<file path="src/common/tmr16_pkg.sv">
// package for the cascaded 16-bit timer / pwm block
// assumes an apb slave with 32-bit data and byte addresses
package tmr16_pkg;
    // register byte offsets
    localparam logic [7:0] OFF_LOWER_CTRL  = 8'h00;
    localparam logic [7:0] OFF_UPPER_CTRL  = 8'h04;
    localparam logic [7:0] OFF_PERIOD_LOW  = 8'h08;
    localparam logic [7:0] OFF_PERIOD_HIGH = 8'h0C;
    localparam logic [7:0] OFF_DUTY_LOW    = 8'h10;
    localparam logic [7:0] OFF_DUTY_HIGH   = 8'h14;
    localparam logic [7:0] OFF_COUNT       = 8'h18;
    localparam logic [7:0] OFF_STATUS      = 8'h1C;
    localparam logic [7:0] OFF_CONFIG      = 8'h20;
    // lower_timer_control fields
    localparam int LC_SRC_LSB  = 4;  // [6:4] source select
    localparam int LC_SRC_W    = 3;
    // upper_timer_control fields
    localparam int UC_MODE_LSB = 0;  // [1:0] mode
    localparam int UC_RUN_BIT  = 3;  // run_control_bit
    localparam int UC_FFI_BIT  = 7;  // flip_flop_init_bit
    // config register fields
    localparam int CF_PSEL_BIT = 0;  // prescaler_source_select
    localparam int CF_SLOW_BIT = 1;  // low speed run mode
    localparam int CF_EXT_BIT  = 2;  // pwm counts event pin
    // reset values
    localparam logic [7:0]  CTRL_RST  = 8'h00;
    localparam logic [15:0] CMP_RST   = 16'hFFFF;
    localparam logic [15:0] DUTY_RST  = 16'h0000;
    // prescaler: main_osc_clock is ref clock, sub clock is a divided enable
    localparam int SUB_DIV = 8;
    localparam logic [10:0] MASK_11 = 11'h7FF;
    localparam logic [10:0] MASK_7  = 11'h07F;
    localparam logic [10:0] MASK_5  = 11'h01F;
    localparam logic [10:0] MASK_3  = 11'h007;
    localparam logic [10:0] MASK_1  = 11'h001;
    localparam logic [2:0]  SUB_MASK_3 = 3'h7;
    typedef enum logic [1:0] {
        MODE_IDLE,
        MODE_TIMER,
        MODE_EVENT,
        MODE_PWM
    } mode_e;
endpackage

</file>
<file path="src/common/duty_if.sv">
// interface between the timer core and its duty buffer
// assumes one clock domain shared by both ends
`timescale 1ns/1ps
`default_nettype none
interface duty_if;
    logic        wr_low;
    logic        wr_high;
    logic [7:0]  wdata;
    logic        shift;
    logic [15:0] active;
    logic [15:0] buffered;
    modport core (output wr_low, output wr_high, output wdata,
                  output shift, input active, input buffered);
    modport buf_side (input wr_low, input wr_high, input wdata,
                      input shift, output active, output buffered);
endinterface
`default_nettype wire

</file>
<file path="src/rtl/duty_buffer.sv">
// double-buffered duty compare storage
// shift from the core is held high while stopped and pulses for one cycle at pwm overflow
`timescale 1ns/1ps
`default_nettype none
module duty_buffer
    import tmr16_pkg::*;
(
    input  wire logic ref_clk_in,
    input  wire logic sys_rst_in,
    duty_if.buf_side  port
);
    typedef struct packed {
        logic [15:0] buffered;
        logic [15:0] active;
    } dbuf_s;
    dbuf_s st;
    dbuf_s next_st;

    // writes land in the buffer; shift moves it to the active stage
    always_comb
    begin
        next_st = st;
        if (port.wr_low)
            next_st.buffered[7:0] = port.wdata;
        if (port.wr_high)
            next_st.buffered[15:8] = port.wdata;
        if (port.shift)
            next_st.active = next_st.buffered;
    end

    always_ff @(posedge ref_clk_in)
    begin
        if (sys_rst_in)
            st <= {DUTY_RST, DUTY_RST};
        else
            st <= next_st;
    end

    assign port.active   = st.active;
    assign port.buffered = st.buffered;
endmodule
`default_nettype wire

</file>
<file path="src/rtl/tmr16.sv">
// cascaded 16-bit timer, event counter and pwm with apb registers
// assumes synchronous inputs on the 40 MHz ref clock (main_osc_clock)
`timescale 1ns/1ps
`default_nettype none
// Functional notes
// - timer mode: one 16-bit counter advances on selected prescaled clock
// - counting starts only when run bit in upper control is 1
// - timer match: raise interrupt, clear counter, keep counting
// - period compare has no shadow; writes act at once
// - event mode: count each falling edge of event pin
// - pwm counter advances on internal clock or event pin
// - pwm duty match inverts output flip-flop, counter continues
// - pwm overflow inverts flip-flop, clears counter, raises interrupt
// - flip-flop loads init bit for polarity; reset clears it
// - pwm pin drives inverse of output flip-flop
// - duty writes while running wait in buffer until pwm overflow interrupt
// - duty writes while stopped transfer immediately
// - duty read while running returns active stage value
// - stop holds pwm pin level; init bit changes after stopping
// - source choices per speed mode and prescaler select
module tmr16
    import tmr16_pkg::*;
(
    input  wire logic        ref_clk_in,
    input  wire logic        sys_rst_in,
    input  wire logic        psel_in,
    input  wire logic        penable_in,
    input  wire logic        pwrite_in,
    input  wire logic [7:0]  paddr_in,
    input  wire logic [31:0] pwdata_in,
    output logic             pready_out,
    output logic             pslverr_out,
    output logic [31:0]      prdata_out,
    input  wire logic        event_in,
    output logic             pwm_out,
    output logic             match_irq_out
);
    typedef struct packed {
        logic [7:0]  lower_ctrl;
        logic [7:0]  upper_ctrl;
        logic [2:0]  cfg;
        logic [15:0] period;
        logic [15:0] count;
        logic [10:0] prescale;
        logic [2:0]  subdiv;
        logic [2:0]  subpre;
        logic        event_d;
        logic        flip;
        logic        irq;
        logic        status;
        logic [31:0] rdata;
    } core_s;
    core_s st;
    core_s next_st;
    duty_if dif ();

    logic        run;
    logic        tick;
    logic        sub_tick;
    logic        fall;
    logic        access;
    logic        wr;
    logic        pend;
    logic [1:0]  mode;
    logic [15:0] duty_rd;

    duty_buffer u_duty (
        .ref_clk_in (ref_clk_in),
        .sys_rst_in (sys_rst_in),
        .port       (dif.buf_side)
    );

    // selected source: returns one when the divided enable fires
    function automatic logic src_tick(input logic [2:0]  sel,
                                      input logic        psel,
                                      input logic        slow,
                                      input logic [10:0] pre,
                                      input logic        sub,
                                      input logic [2:0]  spre);
        logic r;
        r = 1'b0;
        if (slow)
            r = (sel == 3'd0) ? (sub && spre == SUB_MASK_3) : sub;
        else
            case (sel)
                3'd0: r = psel ? (sub && spre == SUB_MASK_3)
                               : (pre == MASK_11);
                3'd1: r = (pre[6:0] == MASK_7[6:0]);
                3'd2: r = (pre[4:0] == MASK_5[4:0]);
                3'd3: r = (pre[2:0] == MASK_3[2:0]);
                3'd4: r = sub;
                3'd5: r = (pre[0] == MASK_1[0]);
                default: r = 1'b1;
            endcase
        return r;
    endfunction

    assign run      = st.upper_ctrl[UC_RUN_BIT];
    assign mode     = st.upper_ctrl[UC_MODE_LSB +: 2];
    assign sub_tick = (st.subdiv == 3'(SUB_DIV - 1));
    assign fall     = st.event_d && !event_in;
    assign tick     = src_tick(st.lower_ctrl[LC_SRC_LSB +: LC_SRC_W],
                               st.cfg[CF_PSEL_BIT], st.cfg[CF_SLOW_BIT],
                               st.prescale, sub_tick, st.subpre);
    // a write lands once, in the ready cycle: landing again after a stop
    // would reload the flip-flop and break the held pin level
    assign access   = psel_in && penable_in;
    assign wr       = access && pwrite_in && pend;

    // duty bytes go to the buffer; stopped timer shifts at once
    assign dif.wr_low  = wr && paddr_in == OFF_DUTY_LOW;
    assign dif.wr_high = wr && paddr_in == OFF_DUTY_HIGH;
    assign dif.wdata   = pwdata_in[7:0];
    // a running timer reads back the stage in use until the next overflow
    assign duty_rd     = run ? dif.active : dif.buffered;

    always_comb
    begin
        logic adv;
        logic ovf;
        adv = 1'b0;
        ovf = 1'b0;
        next_st = st;
        next_st.irq = 1'b0;
        // stopped, the buffer is copied every cycle, so a write acts at once
        dif.shift = !run;
        next_st.prescale = st.prescale + 11'd1;
        next_st.subdiv = sub_tick ? 3'd0 : st.subdiv + 3'd1;
        if (sub_tick)
            next_st.subpre = st.subpre + 3'd1;
        next_st.event_d = event_in;
        // count advance per mode; idle mode never counts
        if (run)
        begin
            case (mode)
                2'(MODE_TIMER): adv = tick;
                2'(MODE_EVENT): adv = fall;
                2'(MODE_PWM):   adv = st.cfg[CF_EXT_BIT] ? fall
                                                         : tick;
                default:        adv = 1'b0;
            endcase
        end
        // match is judged on the advancing tick: period n spans n + 1 ticks
        if (adv)
        begin
            if (mode == 2'(MODE_PWM))
            begin
                ovf = (st.count == 16'hFFFF);
                next_st.count = st.count + 16'd1;
                if (st.count == dif.active)
                    next_st.flip = !st.flip;
                // overflow is the one safe moment to take the new duty
                if (ovf)
                begin
                    next_st.flip  = !st.flip;
                    next_st.count = 16'h0000;
                    next_st.irq   = 1'b1;
                    dif.shift     = 1'b1;
                end
            end
            else if (st.count == st.period)
            begin
                next_st.count = 16'h0000;
                next_st.irq   = 1'b1;
            end
            else
                next_st.count = st.count + 16'd1;
        end
        if (next_st.irq)
            next_st.status = 1'b1;
        // apb writes; stop holds flip so the pin keeps its level
        if (wr)
        begin
            case (paddr_in)
                OFF_LOWER_CTRL:  next_st.lower_ctrl = pwdata_in[7:0];
                OFF_UPPER_CTRL:
                begin
                    next_st.upper_ctrl = pwdata_in[7:0];
                    // init bit loads only when written with the run bit
                    // clear and timer already stopped
                    if (!run && !pwdata_in[UC_RUN_BIT])
                        next_st.flip = pwdata_in[UC_FFI_BIT];
                end
                OFF_PERIOD_LOW:  next_st.period[7:0]  = pwdata_in[7:0];
                OFF_PERIOD_HIGH: next_st.period[15:8] = pwdata_in[7:0];
                OFF_CONFIG:      next_st.cfg = pwdata_in[2:0];
                OFF_STATUS:
                    if (pwdata_in[0] && !next_st.irq)
                        next_st.status = 1'b0;  // set wins over clear
                default: ;
            endcase
        end
        // read data registered in the access cycle
        next_st.rdata = 32'h0000_0000;
        case (paddr_in)
            OFF_LOWER_CTRL:  next_st.rdata[7:0]  = st.lower_ctrl;
            OFF_UPPER_CTRL:  next_st.rdata[7:0]  = st.upper_ctrl;
            OFF_PERIOD_LOW:  next_st.rdata[7:0]  = st.period[7:0];
            OFF_PERIOD_HIGH: next_st.rdata[7:0]  = st.period[15:8];
            OFF_DUTY_LOW:    next_st.rdata[7:0]  = duty_rd[7:0];
            OFF_DUTY_HIGH:   next_st.rdata[7:0]  = duty_rd[15:8];
            OFF_COUNT:       next_st.rdata[15:0] = st.count;
            OFF_STATUS:      next_st.rdata[1:0]  = {st.flip, st.status};
            OFF_CONFIG:      next_st.rdata[2:0]  = st.cfg;
            default:         next_st.rdata = 32'h0000_0000;
        endcase
    end

    always_ff @(posedge ref_clk_in)
    begin
        if (sys_rst_in)
        begin
            st            <= '0;
            st.lower_ctrl <= CTRL_RST;
            st.upper_ctrl <= CTRL_RST;
            st.period     <= CMP_RST;
            st.event_d    <= 1'b1;
        end
        else
            st <= next_st;
    end

    // one wait state: setup, access, then ready with registered data
    always_ff @(posedge ref_clk_in)
    begin
        if (sys_rst_in)
            pend <= 1'b0;
        else
            pend <= access && !pend;
    end
    assign pready_out    = pend;
    assign pslverr_out   = 1'b0;
    assign prdata_out    = st.rdata;
    assign pwm_out       = !st.flip;
    assign match_irq_out = st.irq;

    // writes land only in the ready cycle, so !wr marks a quiet cycle
    timer_clear_a: assert property (@(posedge ref_clk_in)
        disable iff (sys_rst_in)
        (run && mode == 2'(MODE_TIMER) && tick && st.count == st.period
         && !wr) |=> (st.count == 16'h0000 && match_irq_out))
        else $error("timer match did not clear");
    stop_hold_a: assert property (@(posedge ref_clk_in)
        disable iff (sys_rst_in)
        (!run && !wr) |=> $stable(st.count))
        else $error("counter moved while stopped");
    event_count_a: assert property (@(posedge ref_clk_in)
        disable iff (sys_rst_in)
        (run && mode == 2'(MODE_EVENT) && fall && st.count != st.period
         && !wr) |=> st.count == $past(st.count) + 16'd1)
        else $error("event edge not counted");
    pwm_pin_a: assert property (@(posedge ref_clk_in)
        disable iff (sys_rst_in) (!run && !wr) |=> $stable(pwm_out))
        else $error("pwm pin moved while stopped");
    pwm_ovf_a: assert property (@(posedge ref_clk_in)
        disable iff (sys_rst_in)
        (run && mode == 2'(MODE_PWM) && st.count == 16'hFFFF && !wr
         && (st.cfg[CF_EXT_BIT] ? fall : tick))
        |=> (match_irq_out && st.count == 16'h0000))
        else $error("pwm overflow mishandled");
    duty_shift_a: assert property (@(posedge ref_clk_in)
        disable iff (sys_rst_in)
        (run ##1 (run && !match_irq_out)) |-> $stable(dif.active))
        else $error("duty changed without interrupt");
    duty_stop_a: assert property (@(posedge ref_clk_in)
        disable iff (sys_rst_in)
        (!run && dif.wr_low) |=> ##1 dif.active[7:0] == $past(dif.wdata, 2))
        else $error("stopped duty write not applied");
    period_now_a: assert property (@(posedge ref_clk_in)
        disable iff (sys_rst_in)
        (wr && paddr_in == OFF_PERIOD_LOW) |=> st.period[7:0] ==
         $past(pwdata_in[7:0]))
        else $error("period write not immediate");
    pwm_match_a: assert property (@(posedge ref_clk_in)
        disable iff (sys_rst_in)
        (run && mode == 2'(MODE_PWM) && tick && !st.cfg[CF_EXT_BIT]
         && st.count == dif.active && st.count != 16'hFFFF && !wr)
        |=> st.flip != $past(st.flip))
        else $error("duty match did not toggle");
    duty_stop_hi_a: assert property (@(posedge ref_clk_in)
        disable iff (sys_rst_in)
        (!run && dif.wr_high) |=> ##1 dif.active[15:8] == $past(dif.wdata, 2))
        else $error("stopped duty high write not applied");
    duty_load_a: assert property (@(posedge ref_clk_in)
        disable iff (sys_rst_in)
        (run && mode == 2'(MODE_PWM) && st.count == 16'hFFFF && !wr
         && (st.cfg[CF_EXT_BIT] ? fall : tick))
        |=> dif.active == $past(dif.buffered))
        else $error("duty not loaded at overflow");
    pwm_ext_a: assert property (@(posedge ref_clk_in)
        disable iff (sys_rst_in)
        (run && mode == 2'(MODE_PWM) && st.cfg[CF_EXT_BIT] && fall
         && st.count != 16'hFFFF && !wr)
        |=> st.count == $past(st.count) + 16'd1)
        else $error("pwm missed an event edge");
    event_match_a: assert property (@(posedge ref_clk_in)
        disable iff (sys_rst_in)
        (run && mode == 2'(MODE_EVENT) && fall && st.count == st.period
         && !wr) |=> (st.count == 16'h0000 && match_irq_out))
        else $error("event match did not clear");

    // reset levels, bus timing and interrupt bookkeeping
    reset_level_a: assert property (@(posedge ref_clk_in)
        sys_rst_in |=> (pwm_out && !match_irq_out))
        else $error("reset left pin or interrupt active");
    ready_pulse_a: assert property (@(posedge ref_clk_in)
        disable iff (sys_rst_in) pready_out |=> !pready_out)
        else $error("ready held past one cycle");
    idle_irq_a: assert property (@(posedge ref_clk_in)
        disable iff (sys_rst_in) !run |=> !match_irq_out)
        else $error("interrupt while stopped");
    status_set_a: assert property (@(posedge ref_clk_in)
        disable iff (sys_rst_in) match_irq_out |-> st.status)
        else $error("sticky match flag missed");

    // control writes and the output flip-flop
    flip_init_a: assert property (@(posedge ref_clk_in)
        disable iff (sys_rst_in)
        (!run && wr && paddr_in == OFF_UPPER_CTRL && !pwdata_in[UC_RUN_BIT])
        |=> st.flip == $past(pwdata_in[UC_FFI_BIT]))
        else $error("init bit not loaded while stopped");
    stop_level_a: assert property (@(posedge ref_clk_in)
        disable iff (sys_rst_in)
        (run && wr && paddr_in == OFF_UPPER_CTRL && !pwdata_in[UC_RUN_BIT])
        |=> ##1 $stable(pwm_out))
        else $error("stop write moved the pin");

    // main scenarios
    cov_timer_c: cover property (@(posedge ref_clk_in)
        mode == 2'(MODE_TIMER) && match_irq_out);
    cov_event_c: cover property (@(posedge ref_clk_in)
        mode == 2'(MODE_EVENT) && match_irq_out);
    cov_pwm_c: cover property (@(posedge ref_clk_in)
        mode == 2'(MODE_PWM) && match_irq_out);
    cov_stop_c: cover property (@(posedge ref_clk_in)
        run ##1 !run);
    cov_ext_c: cover property (@(posedge ref_clk_in)
        mode == 2'(MODE_PWM) && st.cfg[CF_EXT_BIT] && fall);
endmodule
`default_nettype wire

</file>
<file path="config.mk">
export PLATFORM = sky130hd
export DESIGN_NAME = tmr16
export DESIGN_NICKNAME = d
export VERILOG_FILES = /design/src/common/tmr16_pkg.sv /design/src/common/duty_if.sv /design/src/rtl/duty_buffer.sv /design/src/rtl/tmr16.sv
export SDC_FILE = /design/constraint.sdc
export NUM_CORES = 1
export LEC_CHECK = 0
export BUFFER_PORTS_ARGS = -buffer_cell sky130_fd_sc_hd__buf_2
export CAP_MARGIN = 20
export CORE_MARGIN = 10
export CORE_UTILIZATION = 52
export CTS_BUF_LIST = sky130_fd_sc_hd__clkbuf_16
export DETAILED_ROUTE_END_ITERATION = 10
export PLACE_DENSITY = 0.76
export SETUP_SLACK_MARGIN = 0.5
export SYNTH_ARGS = -nofsm -noshare
export SYNTH_HDL_FRONTEND = slang
export SYNTH_SLANG_ARGS = --single-unit
</file>
<file path="constraint.sdc">
create_clock -name ref_clk_in -period 2.4 [get_ports ref_clk_in]
set_input_delay 0.48 -clock ref_clk_in [delete_from_list [all_inputs] [get_ports ref_clk_in]]
set_output_delay 0.48 -clock ref_clk_in [all_outputs]
set_load 0.005 [all_outputs]
</file>
==> results of run 1 <==
## per-layer routing
metal	global-route usage	part of all wire
met5	0	0
met4	0.104	0.040
met3	0.0608	0.093
met2	0.349	0.48
met1	0.248	0.38
## timing repair
action,CTS,global route
gates cloned,2,1
endpoints found under the hold margin,0,0
endpoints found under the setup margin,35,45
pin swaps,9,4
buffers inserted,4,6
gates resized for setup,26,12
## state kept, by name, summed over array words and instances (netlist names)
name and cells:
st 68, prdata_out 16, u_duty.port.active 16, u_duty.port.buffered 16, mode 2, match_irq_out 1, pready_out 1, run 1
## synth_stat cells (3+ instances only)
library cell	count
nor3_1	12
o22ai_1	7
nand2b_1	4
dfxtp_1	121
nand3_1	33
nand3b_1	22
buf_1	5
xor2_1	15
nor4_1	5
nand2_1	86
and2_1	10
a21oi_1	46
nor3b_1	4
o21ai_0	10
inv_1	3
buf_4	35
o21ai_1	7
xnor2_1	26
and3_1	5
buf_2	11
a31oi_1	8
nand4_1	10
mux2i_1	41
nor2b_1	7
ha_1	8
a221oi_1	8
a211oi_1	17
clkbuf_1	24
nor2_1	80
## worst paths after layout
path                                         from                                   to  cells after the start
worst min register to register  st[39]$_SDFF_PP0_                    st[39]$_SDFF_PP0_                      1
worst max-delay path            st[43]$_SDFF_PP0_  u_duty.port.active[10]$_SDFFE_PP0P_                     14
worst min-delay path                     event_in                    st[35]$_SDFF_PP1_                      2
worst max register to register  st[43]$_SDFF_PP0_  u_duty.port.active[10]$_SDFFE_PP0P_                     14
## critical path, stage by stage (launching register included)
cell,delay [ps]
dfxtp_2,330
ha_4,170
nand3_4,80
inv_2,50
ha_4,140
mux2_4,260
a32o_1,200
a211o_1,260
o221ai_4,210
buf_6,150
o21ai_4,60
buf_4,160
buf_12,140
nor2_1,100
a211oi_1,50
## stage by stage
step                      setup WS (ps)  utilization  area (um^2)  hold slack, ps
after floorplan                    84.0            -         6190             404
after global placement             -264        0.583         6430             412
after detailed placement           -254        0.583         6430             417
after CTS                         -97.4        0.644         7110             286
after global routing               -196        0.655         7220             308
final                              -107        0.655         7220             288
## power by group through the flow
stage / logic (mW) / registers (mW) / clock network [mW]
2_1_floorplan: 0.0992 / 2.07 / 0
3_3_place_gp: 0.146 / 2.07 / 0
3_5_place_dp: 0.151 / 2.07 / 0
4_1_cts: 0.154 / 2.03 / 2.09
5_1_grt: 0.174 / 2.03 / 2.18
6_report: 0.162 / 2.03 / 2.09
## cell families (layout without fill, tap and decap cells)
| family | Yosys count | in the layout | share of synthesized area |
|---|---|---|---|
| AO/OA/AOI/OAI | 118 | 118 | 0.127 |
| XOR/XNOR | 41 | 41 | 0.0604 |
| adder cells (fa/ha/maj) | 8 | 8 | 0.0168 |
| buffers and inverters | 81 | 125 | 0.0783 |
| flip-flops | 121 | 121 | 0.408 |
| multiplexers | 43 | 43 | 0.0729 |
| other | 1 | 17 | 0.000631 |
| AND/OR/NAND/NOR | 290 | 290 | 0.236 |
## final cells by class
type / count / area (um^2)
flip-flops and latches: 121 / 2430
multi-input cells: 517 / 3420
clock inverters: 11 / 47.5
repair buffers: 94 / 718
well taps: 140 / 175
fillers: 860 / 3810
clock buffers: 17 / 425
inverters: 3 / 11.3
==> results.md, run 1 <==
* Outcome: finished with violations
* Failing checks: setup timing
* Leakage at 2.83 nW
* CP endpoint kind: flop
* Post-synthesis cell area at 5940 um^2
* I/O pins at 82
* Routed len/inst at 19.4 um
* Final Net Count at 808
* DRT iter0 DRCs at 551
* Clock Path Buffers at 2
* Routed WL at 17.5 mm
* Net Sw Frac at 0.222
* Initial antenna violation count at 0
* Number of buffers created by CTS at 17
* Max-cap check violation count at 0
* Post-route insts no fill at 903
* Seq cells post-synth at 121
* Max_slew headroom at 0.456
* RSZ-0062 raised after global routing: true
* Detail Placement HPWL at 12.0 mm
* Area Growth Syn to Fin at 21.6%
* Clk slew on worst S/H paths at 50 ps
* Pre-antenna DRT Iters at 7
* Aggregate global-route resource usage at 0.212
* H-tree depth at 4
* Vias in the first global route at 5313
* Core area at 11000 um^2
* Commonest register cell after synthesis: dfxtp_1
* DIE HEIGHT at 127 um
* Largest net degree at the start of global routing at 37
* Async SR Flop Fraction at 0
* First-pass GRT wire length at 27.4 mm
* Port Buffers at 40
* Antenna Nets Post-Route at 0
* Antenna Diode Count at 0
* Worst endpoint required time at 2680 ps
* Critical path class: reg -> reg
* Die width at 127 um
* Number of setup violations in the final report at 22
* Internal at 3.33 mW
* Pin slew with the least headroom to its limit at 807 ps
* CP Launch Type: flop
* Cell taking the most area after synthesis: dfxtp_1
* Vias per cell at 5.99
* Layout cells sized above 1 at 0.228
* Fin Setup TNS at -1530 ps
* Sequential element share of the synthesized area at 0.408
* Tcrit/Tclk final at 1.04
* Combinational share of power at 0.038
* Psw at 0.951 mW
* Placement Rows at 38
* Initial Utilization at 0.539
* Clock share of power at 0.488
* Total power draw at 4.28 mW
* Post-synth EDFFs at 0
* Synth area leaders: dfxtp_1 (41%), mux2i_1 (6.9%), nand2_1 (5.4%), nor2_1 (5.1%), buf_4 (4.4%)
* Root buffer cell: clkbuf_16
* Most common cell after layout, fill and taps aside: dfxtp_1
* Remaining DRCs at 0
* Max IR drop VDD at 576 uV
* Synth warnings at 0
* CTS tree: built
* Hold-fix buffers, CTS at 0
* Final Max Tran Viols at 0
* Final-report hold violation count at 0
* Worst min path class: in -> reg
* Post-synthesis cell type count at 56
* CP max FO at 7
* Via Count at 5413
* Synthesized area per cell at 8.45 um^2
* Mapped Cells at 703
* Clock latency on the worst-skew pair at 410 ps
* Sequential share of power at 0.474
* Final RePlAce weighted congestion at 0.971
* Die area at 16100 um^2
* Min Tclk post-route at 2510 ps
* Top-area cell type share of the netlist area at 0.408
* Data arrival, critical path at 2780 ps
* Final setup margin at -107 ps
* CTS sink cnt at 121
* Placed cell count at 862
* Most frequent cells in the layout: dfxtp_1 (118), nand2_1 (86), nor2_1 (65)
* Gr ovfl total at 0
* Clk_skew at 5.20 ps
* Pwr/cell area at 593 nW/um^2
* Max frequency at 0.399 GHz
* Register-to-register setup slack at -110 ps
No activity file was read; power rests on OpenSTA's default activity.
==> inputs of run 2 (changes only) <==
==> constraint.sdc (replaced) <==
create_clock -name ref_clk_in -period 2.2 [get_ports ref_clk_in]
set_input_delay 0.44 -clock ref_clk_in [delete_from_list [all_inputs] [get_ports ref_clk_in]]
set_output_delay 0.44 -clock ref_clk_in [all_outputs]
set_load 0.005 [all_outputs]
==> run 2 against run 1 <==
Effect of this change: combinational power is 9% higher; first-iteration DRC count is 14% higher; worst setup slack worse by 170 ps; hold slack worse by 68 ps; die area stayed put; cell area is 3.0% higher; largest cell class unchanged; clock power is 32% higher; clock skew is 5.0 ps higher; the run still ends with setup timing left.
==> results.md, run 2 (same netlist as run 1, synthesis figures left out) <==
* CP startpoint: st[43]$_SDFF_PP0_
* Sequential share of power at 0.430
* Layout cells sized above 1 at 0.256
* Antenna Nets Post-Route at 0
* Initial antenna violation count at 0
* Max IR drop VDD at 875 uV
* Most flops, register: st
* Reg-to-Reg End: u_duty.port.active[12]$_SDFFE_PP0P_
* Post-route cell area at 7440 um^2
* Pre-CTS WS at -455 ps
* Placed cell areas at 6600 um^2
* Clock share of power at 0.536
* Total power draw at 5.15 mW
* Remaining DRCs at 0
* H-tree depth at 4
* Data arrival, critical path at 2770 ps
* Failing checks: setup timing
* Core area at 11000 um^2
* Antenna Diode Count at 0
* Root buffer cell: clkbuf_16
* Number of setup violations in the final report at 35
* Worst min path class: in -> reg
* Clk slew on worst S/H paths at 60 ps
* Final RePlAce weighted congestion at 0.877
* Pin slew with the least headroom to its limit at 896 ps
* CP cell instances: ha_4 > nand3_4 > inv_2 > ha_4 > mux2_4 > a32o_1 > a211o_1 > o221ai_4 > buf_6 > o21ai_4 > buf_12 > buf_6 > nor2_4 > a211oi_2
* Clk_skew at 10.2 ps
* Largest net degree at the start of global routing at 95
* Leakage at 2.92 nW
* Placement Rows at 38
* Net Sw Frac at 0.220
* RSZ-0062 raised after global routing: true
* Max-cap check violation count at 0
* CTS sink cnt at 121
* Clock latency on the worst-skew pair at 430 ps
* Via Count at 5494
* Pre-antenna DRT Iters at 7
* Routed len/inst at 19.5 um
* Detail Placement HPWL at 12.4 mm
* Vias in the first global route at 5408
* Outcome: finished with violations
* Crit-path slowest cell: dfxtp_2
* Die width at 127 um
* Worst path top cell family by delay: compound AO/OA/AOI/OAI gates
* Fin Setup TNS at -7580 ps
* Tcrit/Tclk final at 1.12
* Post-route insts no fill at 917
* Worst hold slack at 221 ps
* Gr ovfl total at 0
* DIE HEIGHT at 127 um
* Worst Reg2Reg Path Length in Cells at 14
* CP endpoint kind: flop
* Routed WL at 17.9 mm
* Final setup margin at -273 ps
* Final Max Tran Viols at 0
* First-pass GRT wire length at 27.5 mm
* Die area at 16100 um^2
* Clock Path Buffers at 2
* Register-to-register setup slack at -270 ps
* Combinational share of power at 0.034
* CP Buf/Inv Count at 4
* I/O pins at 82
* Utilization after layout at 0.675
* Initial Utilization at 0.539
* Internal at 4.02 mW
* Vias per cell at 5.99
* Critical R2R Launch: st[43]$_SDFF_PP0_
* Slowest stage delay, CP at 330 ps
* CP Launch Type: flop
* Max frequency at 0.404 GHz
* Area Growth Syn to Fin at 25.2%
* Min Tclk post-route at 2470 ps
* CP max FO at 6
* Worst endpoint required time at 2490 ps
* DRT iter0 DRCs at 629
* Aggregate global-route resource usage at 0.214
* Final Net Count at 818
* Final-report hold violation count at 0
* Most common cell after layout, fill and taps aside: dfxtp_1
* Critical path class: reg -> reg
* Max FFs per register at 68
* Hold Crit Start: event_in
* Number of buffers created by CTS at 17
* Placed cell count at 877
* Hold EP: st[35]$_SDFF_PP1_
* Port Buffers at 40
* CTS tree: built
* Pwr/cell area at 692 nW/um^2
* Hold path depth at 2
* Most frequent cells in the layout: dfxtp_1 (119), nand2_1 (84), nor2_1 (61)
* Psw at 1.13 mW
* Max_slew headroom at 0.397
run 2: repair_timing:
item	4_1_cts	5_1_grt
pin swaps	8	4
endpoints found under the setup margin	37	62
setup buffers	3	3
resized for setup	27	15
gates cloned	2	0
hold buffers	0	0
run 2: power by group through the flow:
stage / Combinational (mW) / Clock (mW) / Sequential [mW]
2_1_floorplan: 0.112 / 0 / 2.26
3_3_place_gp: 0.163 / 0 / 2.26
3_5_place_dp: 0.168 / 0 / 2.26
4_1_cts: 0.170 / 2.77 / 2.21
5_1_grt: 0.189 / 2.87 / 2.21
6_report: 0.177 / 2.76 / 2.21
run 2: cell type report:
type                    instances  area, um^2
clock buffers                  17         425
well taps                     140         175
multi-input cells             517        3460
inverters                       3        11.3
clock inverters                15         159
fillers                       818        3590
flip-flops and latches        121        2420
repair buffers                104         783
run 2: how the worst max path moves through the flow:
| stage | depth (start not counted) | slack [ps] | end |
|---|---|---|---|
| 3_5_place_dp | 8 | -460 | st[55]$_SDFFE_PP0P_ |
| 3_3_place_gp | 8 | -340 | st[68]$_SDFFE_PP0P_ |
| 4_1_cts | 12 | -280 | u_duty.port.active[6]$_SDFFE_PP0P_ |
| 5_1_grt | 14 | -370 | u_duty.port.active[0]$_SDFFE_PP0P_ |
| 2_1_floorplan | 13 | -120 | st[66]$_SDFFE_PP0P_ |
| 6_report | 14 | -270 | u_duty.port.active[12]$_SDFFE_PP0P_ |
run 2: per-layer routing:
metal | track usage | share of wire | wire (um) | vias up
met4 | 0.0998 | 0.040 | 708 | 0
li1 | - | - | - | 2528
met2 | 0.349 | 0.47 | 8430 | 275
met3 | 0.0766 | 0.096 | 1720 | 56
met5 | 0 | 0 | 0 | -
met1 | 0.245 | 0.39 | 7000 | 2635
